==> src/verilog/pcsr_pkg.sv <==
// Constants for the transceiver control and status register pair
// How it works
// TX FIFO depth from control bits 15:14
// RX FIFO depth 13:12, used only in SGMII
// Bit 11 SGMII enable, reset from strap
// Bit 10 forces link good
// Power field 11: passive sleep, no wake
// Power field 10: sleep, wake, 1.4s pulses
// Power field 01: sleep, PLL off if clock on
// Bit 7 turns power-down into deep power-down
// Bits 6:5 crossover select, reset 10
// Bit 4 disables 125 MHz clock output
// Bit 3 reserved, reads 1, writes ignored
// Bit 2 standby: powered, no link
// Bit 1 inverts line driver output
// Bit 0 disables jabber, reset 0
// Status 15:13 speed and duplex
// Status 12 page latch, clear on read
// Status 11 negotiation resolved or disabled
// Status 10 link up
// Status 9:8 pair swap per pair group
// Status 7 downshift during negotiation
// Status 6 sleep state
// Status 5:2 channel polarity on gigabit link
// Status writes ignored, fields follow live state
package pcsr_pkg;
  localparam int ADDR_W = 5;
  localparam int DATA_W = 16;
  localparam logic [4:0] REG_CTL = 5'h10;
  localparam logic [4:0] REG_STS = 5'h11;
  // Control field positions
  localparam int C_TXD = 14;
  localparam int C_RXD = 12;
  localparam int C_SGM = 11;
  localparam int C_FLG = 10;
  localparam int C_PWR = 8;
  localparam int C_DPD = 7;
  localparam int C_XOV = 5;
  localparam int C_CKD = 4;
  localparam int C_RSV = 3;
  localparam int C_STB = 2;
  localparam int C_INV = 1;
  localparam int C_JAB = 0;
  localparam logic [15:0] CTL_RST = 16'h5048;
  localparam logic [15:0] CTL_WMASK = 16'hFFF7;
  localparam logic [15:0] CTL_ONES = 16'h0008;
  // Status field positions
  localparam int S_SPD = 14;
  localparam int S_DUP = 13;
  localparam int S_PAGE = 12;
  localparam int S_RES = 11;
  localparam int S_LNK = 10;
  localparam int S_XCD = 9;
  localparam int S_XAB = 8;
  localparam int S_DSH = 7;
  localparam int S_SLP = 6;
  localparam int S_POL = 2;
  // Encodings
  localparam logic [1:0] SPD_1000 = 2'h2;
  localparam logic [1:0] PWR_NORM = 2'h0;
  localparam logic [1:0] PWR_IEEE = 2'h1;
  localparam logic [1:0] PWR_ACT = 2'h2;
  localparam logic [1:0] PWR_PAS = 2'h3;
  localparam logic [1:0] XOV_MDIX = 2'h1;
  localparam logic [1:0] OP_WR = 2'h1;
  localparam logic [1:0] OP_RD = 2'h2;
  localparam logic [5:0] PRE_LEN = 6'h20;
  localparam logic [4:0] HDR_LEN = 5'h0D;
  localparam logic [4:0] DAT_LEN = 5'h10;
  // Timing
  localparam int CLK_KHZ = 125000;
  localparam int PULSE_MS = 1400;
  localparam int PULSE_CYC_DEF = PULSE_MS * CLK_KHZ;
  // FIFO depth code to entries
  function automatic logic [3:0] pcsr_depth(input logic [1:0] code);
    unique case (code)
      2'h3: pcsr_depth = 4'h8;
      2'h2: pcsr_depth = 4'h6;
      2'h1: pcsr_depth = 4'h4;
      default: pcsr_depth = 4'h3;
    endcase
  endfunction
endpackage

==> src/verilog/pcsr_mdio.sv <==
// Serial management frame engine, sampled on rising management clock
`timescale 1ns/1ps
`default_nettype none
module pcsr_mdio (
  input wire logic mclk_in,                          // core clock
  input wire logic rst_in,                           // sync reset
  input wire logic mdc_in,                           // management clock
  input wire logic mdio_in,                          // data pin level
  output logic mdio_out,                             // data pin drive
  output logic mdio_oe_out,                          // data pin enable
  input wire logic [pcsr_pkg::ADDR_W-1:0] phy_addr_in, // own address
  output logic [pcsr_pkg::ADDR_W-1:0] reg_addr_out,  // register addr
  output logic [pcsr_pkg::DATA_W-1:0] wr_data_out,   // write data
  output logic wr_stb_out,                           // write pulse
  output logic rd_stb_out,                           // read pulse
  input wire logic [pcsr_pkg::DATA_W-1:0] rd_data_in // read data
);
  import pcsr_pkg::*;
  typedef enum logic [1:0] {M_IDLE, M_HDR, M_TA, M_DATA} pcsr_mst_e;
  typedef struct packed {
    pcsr_mst_e st;
    logic [5:0] ones;
    logic [4:0] cnt;
    logic [15:0] sh;
    logic [15:0] tx;
    logic [4:0] ra;
    logic rd;
    logic mine;
    logic mdc_d;
    logic dout;
    logic oe;
    logic wstb;
    logic rstb;
  } pcsr_mdio_s;
  pcsr_mdio_s s_r, s_nxt;
  logic rise;
  logic [12:0] hdr;

  always_comb begin
    s_nxt = s_r;
    s_nxt.wstb = 1'b0;
    s_nxt.rstb = 1'b0;
    s_nxt.mdc_d = mdc_in;
    rise = mdc_in & ~s_r.mdc_d;
    hdr = {s_r.sh[11:0], mdio_in};
    if (rise) begin
      unique case (s_r.st)
        M_IDLE: begin
          if (mdio_in) begin
            if (s_r.ones != PRE_LEN) s_nxt.ones = s_r.ones + 6'h01;
          end else if (s_r.ones == PRE_LEN) begin
            s_nxt.st = M_HDR;
            s_nxt.cnt = 5'h00;
            s_nxt.ones = 6'h00;
          end else begin
            s_nxt.ones = 6'h00;
          end
        end
        M_HDR: begin
          s_nxt.sh = {s_r.sh[14:0], mdio_in};
          s_nxt.cnt = s_r.cnt + 5'h01;
          if (s_r.cnt == HDR_LEN - 5'h01) begin
            s_nxt.st = M_TA;
            s_nxt.cnt = 5'h00;
            s_nxt.ra = hdr[4:0];
            s_nxt.rd = (hdr[11:10] == OP_RD);
            // Foreign address or bad opcode: ride out the frame silently
            s_nxt.mine = hdr[12] && hdr[9:5] == phy_addr_in &&
                         (hdr[11:10] == OP_RD || hdr[11:10] == OP_WR);
            s_nxt.rstb = s_nxt.mine & s_nxt.rd;
          end
        end
        M_TA: begin
          s_nxt.cnt = s_r.cnt + 5'h01;
          if (s_r.cnt == 5'h00) begin
            s_nxt.oe = s_r.mine & s_r.rd;
            s_nxt.dout = 1'b0;
            s_nxt.tx = rd_data_in;
          end else begin
            s_nxt.st = M_DATA;
            s_nxt.cnt = 5'h00;
            s_nxt.dout = s_r.tx[15];
            s_nxt.tx = {s_r.tx[14:0], 1'b0};
          end
        end
        M_DATA: begin
          s_nxt.cnt = s_r.cnt + 5'h01;
          s_nxt.sh = {s_r.sh[14:0], mdio_in};
          s_nxt.dout = s_r.tx[15];
          s_nxt.tx = {s_r.tx[14:0], 1'b0};
          if (s_r.cnt == DAT_LEN - 5'h01) begin
            s_nxt.st = M_IDLE;
            s_nxt.oe = 1'b0;
            s_nxt.wstb = s_r.mine & ~s_r.rd;
          end
        end
      endcase
    end
  end

  always_ff @(posedge mclk_in) begin
    if (rst_in) begin
      s_r <= '{st: M_IDLE, default: '0};
    end else begin
      s_r <= s_nxt;
    end
  end

  assign mdio_out = s_r.dout;
  assign mdio_oe_out = s_r.oe;
  assign reg_addr_out = s_r.ra;
  assign wr_data_out = s_r.sh;
  assign wr_stb_out = s_r.wstb;
  assign rd_stb_out = s_r.rstb;
endmodule
`default_nettype wire

==> src/verilog/pcsr_regs.sv <==
// Control and status register pair with the control it exerts
`timescale 1ns/1ps
`default_nettype none
module pcsr_regs #(
  parameter int unsigned PULSE_CYC = pcsr_pkg::PULSE_CYC_DEF // wake pulse
) (
  input wire logic mclk_in,              // 125 MHz clock
  input wire logic rst_in,               // sync reset
  input wire logic mdc_in,               // management clock
  input wire logic mdio_in,              // management data in
  output logic mdio_out,                 // management data out
  output logic mdio_oe_out,              // management data enable
  input wire logic [pcsr_pkg::ADDR_W-1:0] phy_addr_in, // own address
  input wire logic sgmii_strap_in,       // strap for SGMII enable
  input wire logic [1:0] speed_in,       // resolved speed
  input wire logic full_duplex_in,       // resolved duplex
  input wire logic page_rx_in,           // page received pulse
  input wire logic an_enabled_in,        // negotiation enabled
  input wire logic an_done_in,           // negotiation complete
  input wire logic an_busy_in,           // negotiation running
  input wire logic link_qual_in,         // qualified link
  input wire logic pair_cd_swapped_in,   // C/D pairs crossed
  input wire logic pair_ab_swapped_in,   // A/B pairs crossed
  input wire logic downshift_active_in,  // gigabit masked
  input wire logic [3:0] channel_polarity_flip_in, // D,C,B,A reversed
  input wire logic partner_detect_in,    // energy from partner
  input wire logic pd_pin_in,            // power-down pin
  input wire logic basic_control_pd_in,  // basic control power-down
  output logic [3:0] tx_fifo_depth_out,  // TX FIFO entries
  output logic tx_fifo_en_out,           // TX FIFO in use
  output logic [3:0] rx_fifo_depth_out,  // RX FIFO entries
  output logic rx_fifo_en_out,           // RX FIFO in use
  output logic sgmii_en_out,             // serial MAC enabled
  output logic link_up_out,              // link state
  output logic sleep_out,                // asleep
  output logic block_pd_out,             // digital/analog down
  output logic pll_pd_out,               // PLL down
  output logic link_pulse_out,           // wake pulse request
  output logic pd_out,                   // ordinary power-down
  output logic deep_pd_out,              // deep power-down
  output logic pair_swap_auto_out,       // auto crossover
  output logic pair_swap_select_out,     // forced crossed pairing
  output logic fast_clock_out_en_out,    // 125 MHz output on
  output logic tx_invert_on_out,         // invert line drivers
  output logic jabber_en_out             // jabber function on
);
  import pcsr_pkg::*;
  typedef enum logic {PW_RUN, PW_SLEEP} pcsr_pw_e;
  typedef struct packed {
    logic [15:0] ctl;
    logic [15:0] rdat;
    logic [31:0] pcnt;
    pcsr_pw_e pw;
    logic page;
    logic strap_done;
    logic pulse;
  } pcsr_regs_s;
  pcsr_regs_s s_r, s_nxt;
  logic [4:0] ra;
  logic [15:0] wd, sts;
  logic wstb, rstb;
  logic [1:0] pmode;
  logic gig_link, pd_req;

  pcsr_mdio u_mdio (
    .mclk_in(mclk_in),
    .rst_in(rst_in),
    .mdc_in(mdc_in),
    .mdio_in(mdio_in),
    .mdio_out(mdio_out),
    .mdio_oe_out(mdio_oe_out),
    .phy_addr_in(phy_addr_in),
    .reg_addr_out(ra),
    .wr_data_out(wd),
    .wr_stb_out(wstb),
    .rd_stb_out(rstb),
    .rd_data_in(s_r.rdat)
  );

  assign pmode = s_r.ctl[C_PWR +: 2];
  assign link_up_out = ~s_r.ctl[C_STB] & (s_r.pw == PW_RUN) &
                       (s_r.ctl[C_FLG] | link_qual_in);
  assign gig_link = link_up_out & (speed_in == SPD_1000);

  // Live status image; only the page latch holds history
  always_comb begin
    sts = '0;
    sts[S_SPD +: 2] = speed_in;
    sts[S_DUP] = full_duplex_in;
    sts[S_PAGE] = s_r.page;
    sts[S_RES] = an_done_in | ~an_enabled_in;
    sts[S_LNK] = link_up_out;
    sts[S_XCD] = pair_cd_swapped_in;
    sts[S_XAB] = pair_ab_swapped_in;
    sts[S_DSH] = downshift_active_in & an_busy_in;
    sts[S_SLP] = (s_r.pw == PW_SLEEP);
    sts[S_POL +: 4] = channel_polarity_flip_in & {4{gig_link}};
  end

  always_comb begin
    s_nxt = s_r;
    s_nxt.pulse = 1'b0;
    s_nxt.strap_done = 1'b1;
    // Strap caught on the first edge after reset release
    if (!s_r.strap_done) s_nxt.ctl[C_SGM] = sgmii_strap_in;
    if (wstb && ra == REG_CTL) begin
      s_nxt.ctl = (wd & CTL_WMASK) | CTL_ONES;
    end
    // Writes to the status address fall through untouched R23
    if (rstb) begin
      s_nxt.rdat = (ra == REG_CTL) ? s_r.ctl :
                   (ra == REG_STS) ? sts : 16'h0000;
      if (ra == REG_STS) s_nxt.page = 1'b0;
    end
    // New page wins over a clearing read in the same cycle
    if (page_rx_in) s_nxt.page = 1'b1;
    unique case (s_r.pw)
      PW_RUN: begin
        // Active sleep holds off while a partner or link is present
        if (pmode == PWR_PAS || pmode == PWR_IEEE ||
            (pmode == PWR_ACT && !partner_detect_in && !link_qual_in)) begin
          s_nxt.pw = PW_SLEEP;
          s_nxt.pcnt = '0;
        end
      end
      PW_SLEEP: begin
        s_nxt.pcnt = s_r.pcnt + 32'h1;
        if (s_r.pcnt == 32'(PULSE_CYC - 1)) begin
          s_nxt.pcnt = '0;
          s_nxt.pulse = (pmode == PWR_ACT);
        end
        if (pmode == PWR_NORM || (pmode == PWR_ACT && partner_detect_in)) begin
          s_nxt.pw = PW_RUN;
        end
      end
    endcase
  end

  always_ff @(posedge mclk_in) begin
    if (rst_in) begin
      s_r <= '{ctl: CTL_RST, pw: PW_RUN, default: '0};
    end else begin
      s_r <= s_nxt;
    end
  end

  assign tx_fifo_depth_out = pcsr_depth(s_r.ctl[C_TXD +: 2]);
  assign rx_fifo_depth_out = pcsr_depth(s_r.ctl[C_RXD +: 2]);
  assign sgmii_en_out = s_r.ctl[C_SGM];
  // GMII path buffers TX only at gigabit and RX never; SGMII buffers both at every speed
  assign tx_fifo_en_out = s_r.ctl[C_SGM] | (speed_in == SPD_1000);
  assign rx_fifo_en_out = s_r.ctl[C_SGM];
  assign sleep_out = (s_r.pw == PW_SLEEP);
  assign block_pd_out = sleep_out;
  assign pll_pd_out = sleep_out & (pmode == PWR_IEEE) &
                      ~s_r.ctl[C_CKD];
  assign link_pulse_out = s_r.pulse;
  assign pd_req = pd_pin_in | basic_control_pd_in;
  assign deep_pd_out = pd_req & s_r.ctl[C_DPD];
  assign pd_out = pd_req & ~s_r.ctl[C_DPD];
  assign pair_swap_auto_out = s_r.ctl[C_XOV + 1];
  assign pair_swap_select_out = s_r.ctl[C_XOV +: 2] == XOV_MDIX;
  assign fast_clock_out_en_out = ~s_r.ctl[C_CKD];
  assign tx_invert_on_out = s_r.ctl[C_INV];
  assign jabber_en_out = ~s_r.ctl[C_JAB];
endmodule
`default_nettype wire
==> config.mk <==
export PLATFORM = sky130hd
export DESIGN_NAME = pcsr_regs
export DESIGN_NICKNAME = d
export VERILOG_FILES = /design/src/verilog/pcsr_pkg.sv /design/src/verilog/pcsr_mdio.sv /design/src/verilog/pcsr_regs.sv
export SDC_FILE = /design/constraint.sdc
export NUM_CORES = 1
export LEC_CHECK = 0
export BUFFER_PORTS_ARGS = -buffer_cell sky130_fd_sc_hd__buf_2
export CAP_MARGIN = 20
export CORE_UTILIZATION = 55
export CTS_CLUSTER_SIZE = 20
export DETAILED_ROUTE_END_ITERATION = 12
export GPL_TIMING_DRIVEN = 0
export PLACE_DENSITY_LB_ADDON = 0.3
export SETUP_SLACK_MARGIN = 0.05
export SYNTH_ARGS = -nofsm -noshare
export SYNTH_HDL_FRONTEND = slang
export SYNTH_SLANG_ARGS = --single-unit
==> constraint.sdc <==
create_clock -name mclk_in -period 4.23 [get_ports mclk_in]
set_input_delay 0 -clock mclk_in [delete_from_list [all_inputs] [get_ports mclk_in]]
set_output_delay 0 -clock mclk_in [all_outputs]
set_load 0.01 [all_outputs]
Word-level counts from Yosys, hierarchy flattened
Cells that the tools add are included.
Widths: inputs -> output; s select.
Operators by class
  muxes and demuxes: 35
  bitwise logic cells: 31
  reductions and logical operators: 30
  eq/ne operators: 33
  add/subtract/negate cells: 3
Operators with widths (number)
  $pmux 33 s2: 1
  $mux 16: 3
  $mux 33: 1
  $add 32x1->32 const B: 1
  $eq 32x28->1 const B: 1
  $mux 32: 1
  $pmux 16 s2: 1
  $pmux 4 s3: 2
  $eq 2x2->1 const B: 10
  $mux 5: 4
  $pmux 5 s4: 1
  $mux 2: 7
  $ne 2x1->1 const B: 7
  $not 1->1: 14
  $and 1x1->1: 12
  $eq 2x1->1 const B: 6
  $mux 12: 1
  $mux 6: 2
  $eq 5x4->1 const B: 2
  $eq 5x5->1 const B: 2
  $mux 1: 9
  $reduce_and 3->1: 3
  $pmux 2 s4: 1
  $reduce_or 4->1: 2
  20 further kinds: 38
Word-level totals
  bits in registers: 124
  output and inout port bits: 25
  bits of input ports: 28
  word-level logic and storage cells: 153

Depth between registers and ports, before layout
Gate-level depths: netlist of the first run.
  depth after elaboration: 7
  depth in mapped cells: 8

By module
Synthesis of the first run repeated with hierarchy kept, for this count alone.
Second synthesis, totals
  cells, all modules: 743
  area total of the unflattened synthesis: 6162.2 µm²
Modules (own cells, without submodules)
  pcsr_regs: area each 3306.9 µm², cells each 415, instances 1
  pcsr_mdio: area each 2855.2 µm², cells each 328, instances 1

Worst setup path after synthesis of the first run
Ideal clock, no wire load.
  kind: reg2reg
  from: register s_r[4] (netlist name)
  to: register s_r[11] (netlist name)
  buffers on the path: 2
  path slack: 2185 ps
  data arrival time: 1922 ps
  stages on the path, launching flop included: 9
  period minus slack after synthesis: 2045 ps
  cell sequence: dfxtp_1 ha_1 and4_1 nand2_1 or4_1 buf_4 buf_6 a31oi_1 a21oi_1
Between the ends
  cells in the longest elaborated chain, start to end: 3
  elaborated cells between the ends (all ways): 4
  those cells by class: add/sub (1); eq/ne (1); mux (2)
Ends and longest elaborated chain
  from (decl): RTL line pcsr_regs.sv:58  | pcsr_regs_s s_r, s_nxt;
  from (signal assigned): RTL line pcsr_regs.sv:143  | s_r <= s_nxt;
  $add 32x1->32 / $eq 32x28->1 (equally long branches): RTL line pcsr_regs.sv:127, pcsr_regs.sv:128
  $mux 32 *: RTL line pcsr_regs.sv:128  | if (s_r.pcnt == 32'(PULSE_CYC - 1)) begin
  $pmux 33 s2 *: RTL line pcsr_regs.sv:117  | unique case (s_r.pw)
Every way passes the cells marked *; elsewhere a longest branch is shown, timed or not.
A chain may end at the register's enable or synchronous reset.

Worst setup path in the final report of the first run
  from: register u_mdio.s_r[56] (netlist name)
  to: register u_mdio.s_r[5] (netlist name)
Between the ends
  cells in the longest elaborated chain, start to end: 2
Ends and longest elaborated chain
  from (decl): RTL line pcsr_mdio.sv:35  | pcsr_mdio_s s_r, s_nxt;
  from (signal assigned): RTL line pcsr_mdio.sv:105  | s_r <= s_nxt;
  $eq 2x1->1: RTL line pcsr_mdio.sv:47  | unique case (s_r.st)
  $reduce_and 3->1 (no line)
Every way passes these cells.

==> flow_metrics.env, run 1 <==
export IMPL_yosys_warnings=0
export IMPL_area_growth_pct=20.46
export IMPL_ys_flop_type="dfxtp_1"
export IMPL_status="finished, final reports clean"
export IMPL_place_congestion=0.9651
export IMPL_ys_seq_area_share_pct=41.41
export IMPL_hold_viol_final=0
export IMPL_post_cts_buffers=0
export IMPL_clock_path_buffers=2
export IMPL_drtAntennaViolNets=0
export IMPL_fmax_ghz=0.3990
export IMPL_rsz0062_at_grt="false"
export IMPL_crit_arrival_ps=2960
export IMPL_cpPeakStageDelay_ps=610
export IMPL_grt_pass1_vias=5485
export IMPL_synthArstFlopShare_pct=0
export IMPL_worstPathMaxFanout=9
export IMPL_postCtsResizedCells=0
export IMPL_htree_levels=4
export IMPL_clkLatencyLatePin_ps=520
export IMPL_syn_cell_area_um2=5994
export IMPL_cp_required_ps=4690
export IMPL_viasPerCell=6.075
export IMPL_routed_wl_um=16790
export IMPL_cts_root_buf="clkbuf_8"
export IMPL_cts_tree="done"
export IMPL_worst_ir_drop_vdd_uv=282.6
export IMPL_first_pass_iters=5
export IMPL_cts_num_sinks=124
export IMPL_design_core_area_um2=10460
export IMPL_antenna_found_initial=0
export IMPL_finalCriticalPeriod_ps=2506
export IMPL_ys_ff_latch=124
export IMPL_synth_edf_count=0
export IMPL_path_delay_family="buffers and inverters"
export IMPL_num_fill_cells=869
export IMPL_startpoint_type="register"
export IMPL_final_core_util_pct=69.01
export IMPL_drc=0
export IMPL_cpMaxStageDelayCell="dlygate4sd3_1"
export IMPL_final_common_cell="dfxtp_1"
export IMPL_ys_types=53
export IMPL_worstHoldPathType="input port to register"
export IMPL_place_hpwl_um=11500
export IMPL_synth_top_area_cell="dfxtp_1"
export IMPL_layout_common_cells="dfxtp_1, nand2_1, nor2_1"
export IMPL_die_area_um2=11320
export IMPL_layout_drive_gt1_share_pct=12.23
export IMPL_timing_final_crit_share_pct=59.25
export IMPL_clkTransAtPathRegs_ps=60
export IMPL_cp_num_buf_inv=3
export IMPL_cp_end_kind="register"
export IMPL_setup_viol=0
export IMPL_avgSynthCellArea_um2=8.280
export IMPL_grt_max_degree=17
export IMPL_p_per_area_nw_per_um2=379.1
export IMPL_tns_ps=0
export IMPL_grt_pass1_wl_um=27220
export IMPL_fin_hold_ws_ps=19.60
export IMPL_cp_cell_sequence="inv_1, ha_1, nand3_1, or3_1, clkbuf_1, nor4_1, dlygate4sd3_1, a21oi_1, nor2_1"
export IMPL_worstSetupPathType="register to register"
export IMPL_maxCapViolations=0
export IMPL_relSlewSlack_pct=34.62
export IMPL_cts_buffers_inserted=17
export IMPL_fin_nets=860
export IMPL_worst_slew_pin_slew_ps=972.6
export IMPL_io_buffers=51
export IMPL_grt_use_total_pct=31.00
export IMPL_synthCells=724
export IMPL_seqCellArea_um2=2482
export IMPL_die_y_um=106.4
export IMPL_drt_iter0_drc=394
export IMPL_grt_overflow=0
export IMPL_start_util_pct=57.29
export IMPL_multi_input_area_um2=3188
export IMPL_dp_cells=911
export IMPL_die_x_um=106.4
export IMPL_final_max_slew_viol_count=0
export IMPL_synth_nets=770
export IMPL_synth_top_area_share_pct=41.41
export IMPL_wl_per_cell_um=17.46
export IMPL_antenna_cells=0
export IMPL_worst_clock_skew_ps=5.841
export IMPL_row_count=37
export IMPL_layout_cells_non_filler=962
export IMPL_leakage_nw=2.692
export IMPL_yosys_top_cells_area="dfxtp_1, mux2i_1, nand2_1"
export IMPL_io_pins=53
export IMPL_vias=5844
sequential cells by signal, summed over array words and instances (netlist names):
| name | flops |
|---|---|
| u_mdio.mdio_out | 1 |
| rx_fifo_en_out | 1 |
| u_mdio.rd_stb_out | 1 |
| block_pd_out | 1 |
| pair_swap_auto_out | 1 |
| u_mdio.reg_addr_out | 5 |
| pmode | 2 |
| u_mdio.wr_stb_out | 1 |
| tx_invert_on_out | 1 |
| link_pulse_out | 1 |
| u_mdio.wr_data_out | 16 |
| s_r | 60 |
| u_mdio.mdio_oe_out | 1 |
| u_mdio.s_r | 32 |
report_power, final:
part	switching (W)	internal, W	leakage, nW
clock network	0.000506	0.000969	0.301
registers	0.00000343	0.00117	1.00
logic	0.0000497	0.0000363	1.39
synthesized netlist by cell type (9+ instances only):
cell type,count
or3_1,12
clkbuf_1,37
xnor2_1,9
nor3_1,10
a31oi_1,20
a211oi_1,30
o21ai_0,11
nand4_1,17
mux2i_1,35
ha_1,18
inv_1,29
dfxtp_1,124
nand2_1,93
nand3_1,37
a22oi_1,14
a21oi_1,44
nor2_1,73
kinds of logic after synthesis:
| group | after synthesis | share of synthesized area [%] |
|---|---|---|
| flip-flops | 124 | 41.41 |
| XOR/XNOR | 16 | 2.338 |
| buffers and inverters | 78 | 5.406 |
| multiplexers | 35 | 5.844 |
| AO/OA/AOI/OAI | 144 | 15.03 |
| AND/OR/NAND/NOR | 309 | 26.22 |
| adder cells (fa/ha/maj) | 18 | 3.757 |
worst register-to-register path, stage by stage, from the launching register on:
cell and delay (ps):
dfxtp_1 340, inv_1 110, ha_1 270, nand3_1 120, or3_1 320, clkbuf_1 210
nor4_1 320, dlygate4sd3_1 610, a21oi_1 40, nor2_1 100
path summary, 6_finish.rpt:
path / to / startpoint / cells after the start / slack (ps)
max: u_mdio.s_r[5] / u_mdio.s_r[56] / 9 / 1720
min: s_r[43] / an_busy_in / 3 / 20
max reg2reg: u_mdio.s_r[5] / u_mdio.s_r[56] / 9 / 1720
min reg2reg: u_mdio.s_r[12] / u_mdio.s_r[12] / 2 / 450
per-layer routing:
metal / vias to the layer above / track usage (%) / part of all wire (%)
li1: 2765 / - / -
met1: 2793 / 36.18 / 41
met2: 240 / 52.27 / 48
met3: 46 / 7.725 / 7.6
met4: 0 / 16.27 / 3.8
met5: - / 0 / 0
per-stage QoR:
step | instance area [µm²] | total power, W | setup slack, ps
finish | 7221 | 0.002737 | 1724
global route | 7221 | 0.002809 | 1498
CTS | 7221 | 0.002735 | 1801
detailed placement | 6420 | 0.001273 | 1901
global placement | 6420 | 0.001271 | 1950
floorplan | 5995 | 0.001238 | 2185
what timing repair did:
item	4_1_cts	5_1_grt
hold buffers	20	0
setup endpoints to repair	0	0
endpoints found under the hold margin	24	0
cell type report:
cell class / count / area share (%)
Inverter: 29 / 1.508
Timing Repair Buffer: 71 / 6.307
Clock buffer: 24 / 6.793
Clock inverter: 7 / 1.525
Buffer: 49 / 2.980
Sequential cell: 124 / 34.38
Tap cell: 136 / 2.357
Multi-Input combinational cell: 522 / 44.15
Note: power is estimated with default switching activity, not from simulation.
==> run 2: changes to the inputs <==
- CORE_UTILIZATION: 55 -> 54
- clock period: 4.23 -> 2.3 ns (I/O delays scaled with it)
==> run 2 against run 1 <==
Global-route usage shrank 0.20 points. Critical path depth shrank 1. Wire length grew 3.0%. Die area grew 1.8%. Maximum frequency grew 16%. Count of clock-buffer cells in the layout shrank 2. Worst setup slack lost 1600 ps. Clock power grew 93%. Sequential power grew 83%. Final area grew 1.3%. Highest routed layer unchanged.
==> flow_metrics.env, run 2 (synthesis gave the netlist of run 1 again) <==
export IMPL_timing_final_crit_share_pct=93.87
export IMPL_drtAntennaViolNets=0
export IMPL_cp_end_kind="register"
export IMPL_final_max_slew_viol_count=0
export IMPL_maxCapViolations=0
export IMPL_holdPathStages=5
export IMPL_area_growth_pct=22.04
export IMPL_tns_ps=0
export IMPL_comb_power_share_pct=3.1
export IMPL_routed_wl_um=17300
export IMPL_die_x_um=107.4
export IMPL_antenna_cells=0
export IMPL_io_pins=53
export IMPL_layout_cells_non_filler=967
export IMPL_p_total_w=0.005175
export IMPL_largest_reg_flops=60
export IMPL_regMostFlops="s_r"
export IMPL_leakage_nw=2.754
export IMPL_seqPwrFrac_pct=41.8
export IMPL_grt_use_total_pct=30.80
export IMPL_cts_buffers_inserted=17
export IMPL_clock_path_buffers=2
export IMPL_grt_pass1_wl_um=27050
export IMPL_layout_drive_gt1_share_pct=13.42
export IMPL_clkTransAtPathRegs_ps=60
export IMPL_design_core_area_um2=10840
export IMPL_fin_nets=862
export IMPL_rsz0062_at_grt="false"
export IMPL_p_sw_w=0.001041
export IMPL_setup_viol=0
export IMPL_relSlewSlack_pct=47.53
export IMPL_cts_root_buf="clkbuf_8"
export IMPL_crit_arrival_ps=2550
export IMPL_vias=5847
export IMPL_die_y_um=107.4
export IMPL_fin_ws_ps=141.0
export IMPL_cp_required_ps=2690
export IMPL_layout_common_cells="dfxtp_1, nand2_1, nor2_1"
export IMPL_fin_hold_ws_ps=26.23
export IMPL_row_count=38
export IMPL_hold_viol_final=0
export IMPL_htree_levels=4
export IMPL_start_util_pct=55.30
export IMPL_clkLatencyLatePin_ps=530
export IMPL_place_congestion=0.9146
export IMPL_final_common_cell="dfxtp_1"
export IMPL_drc=0
export IMPL_place_hpwl_um=12020
export IMPL_grt_max_degree=17
export IMPL_startpoint_type="register"
export IMPL_viasPerCell=6.047
export IMPL_grt_pass1_vias=5434
export IMPL_reg2reg_depth=8
export IMPL_grt_overflow=0
export IMPL_worst_ir_drop_vdd_uv=833.7
export IMPL_cts_tree="done"
export IMPL_worst_slew_pin_slew_ps=781.1
export IMPL_worstSetupPathType="register to register"
export IMPL_first_pass_iters=5
export IMPL_worstHoldPathType="input port to register"
export IMPL_worst_clock_skew_ps=7.791
export IMPL_seqCellArea_um2=2487
export IMPL_pwr_share_clk_pct=55.1
export IMPL_io_buffers=51
export IMPL_multi_input_area_um2=3229
export IMPL_switching_share_pct=20.11
export IMPL_place_ws_ps=-48.87
export IMPL_finalCriticalPeriod_ps=2159
export IMPL_fmax_ghz=0.4632
export IMPL_status="finished, final reports clean"
export IMPL_dp_cells=915
export IMPL_wl_per_cell_um=17.89
export IMPL_p_int_w=0.004134
export IMPL_worstPathMaxFanout=10
export IMPL_die_area_um2=11530
export IMPL_drt_iter0_drc=402
export IMPL_r2r_slack_ps=140
export IMPL_p_per_area_nw_per_um2=707.3
export IMPL_antenna_found_initial=0
export IMPL_cts_num_sinks=124
export IMPL_num_fill_cells=866
[run 2: cell types whose count changed in the layout (fill, tap and decap cells not counted), moves of 2 or more]
cell | previous run | this run
bufinv_16 | 3 | 5
clkbuf_1 | 39 | 36
clkbuf_2 | 2 | 5
clkbuf_8 | 6 | 3
dfxtp_1 | 124 | 122
nor4_2 | 2 | 0
nor4_4 | 1 | 3
[run 2: power groups by stage]
stage	Sequential, W	Clock [W]	Combinational (W)
CTS	0.00216	0.00285	0.000158
global placement	0.00221	0	0.000128
global route	0.00216	0.00295	0.000172
finish	0.00216	0.00285	0.000160
detailed placement	0.00221	0	0.000131
floorplan	0.00221	0	0.0000702
[run 2: per-stage QoR]
stage	util, %	instance area, µm²
after floorplan	-	5995
after global placement	59.27	6425
after detailed placement	59.27	6425
after CTS	66.86	7248
after global routing	67.49	7316
final	67.49	7316
[run 2: final timing paths]
kind,start,to
setup / recovery,s_r[17],s_r[4]
hold / removal,phy_addr_in[0],u_mdio.rd_stb_out
setup reg to reg,s_r[17],s_r[4]
hold reg to reg,u_mdio.s_r[6],u_mdio.wr_stb_out
[run 2: layout make-up]
cell class / instances / area share (%)
Buffer: 49 / 3.096
Clock buffer: 22 / 6.191
Clock inverter: 8 / 2.258
Inverter: 29 / 1.488
Multi-Input combinational cell: 522 / 44.14
Sequential cell: 124 / 34.00
Tap cell: 140 / 2.394
Timing Repair Buffer: 73 / 6.431
[run 2: timing repair]
item / in CTS / in global routing
resized for setup: 3 / 17
hold buffers: 20 / 0
setup endpoints to repair: 23 / 60
setup buffers: 0 / 2
pin swaps: 0 / 1
endpoints found under the hold margin: 26 / 0
[run 2: metal layers]
layer	track usage, %	share of wire [%]	routed length [µm]
met1	36.88	41	7174
met2	50.88	48	8350
met3	7.506	6.8	1184
met4	16.54	3.4	595
met5	0	0	0
[run 2: worst max-delay path, stage by stage, from the launching register on]
cell and delay [ps]:
dfxtp_1 310, buf_2 170, nor4b_1 340, nand3b_1 140
or4_1 500, buf_4 200, buf_6 160, a22oi_1 140
nor2_1 60
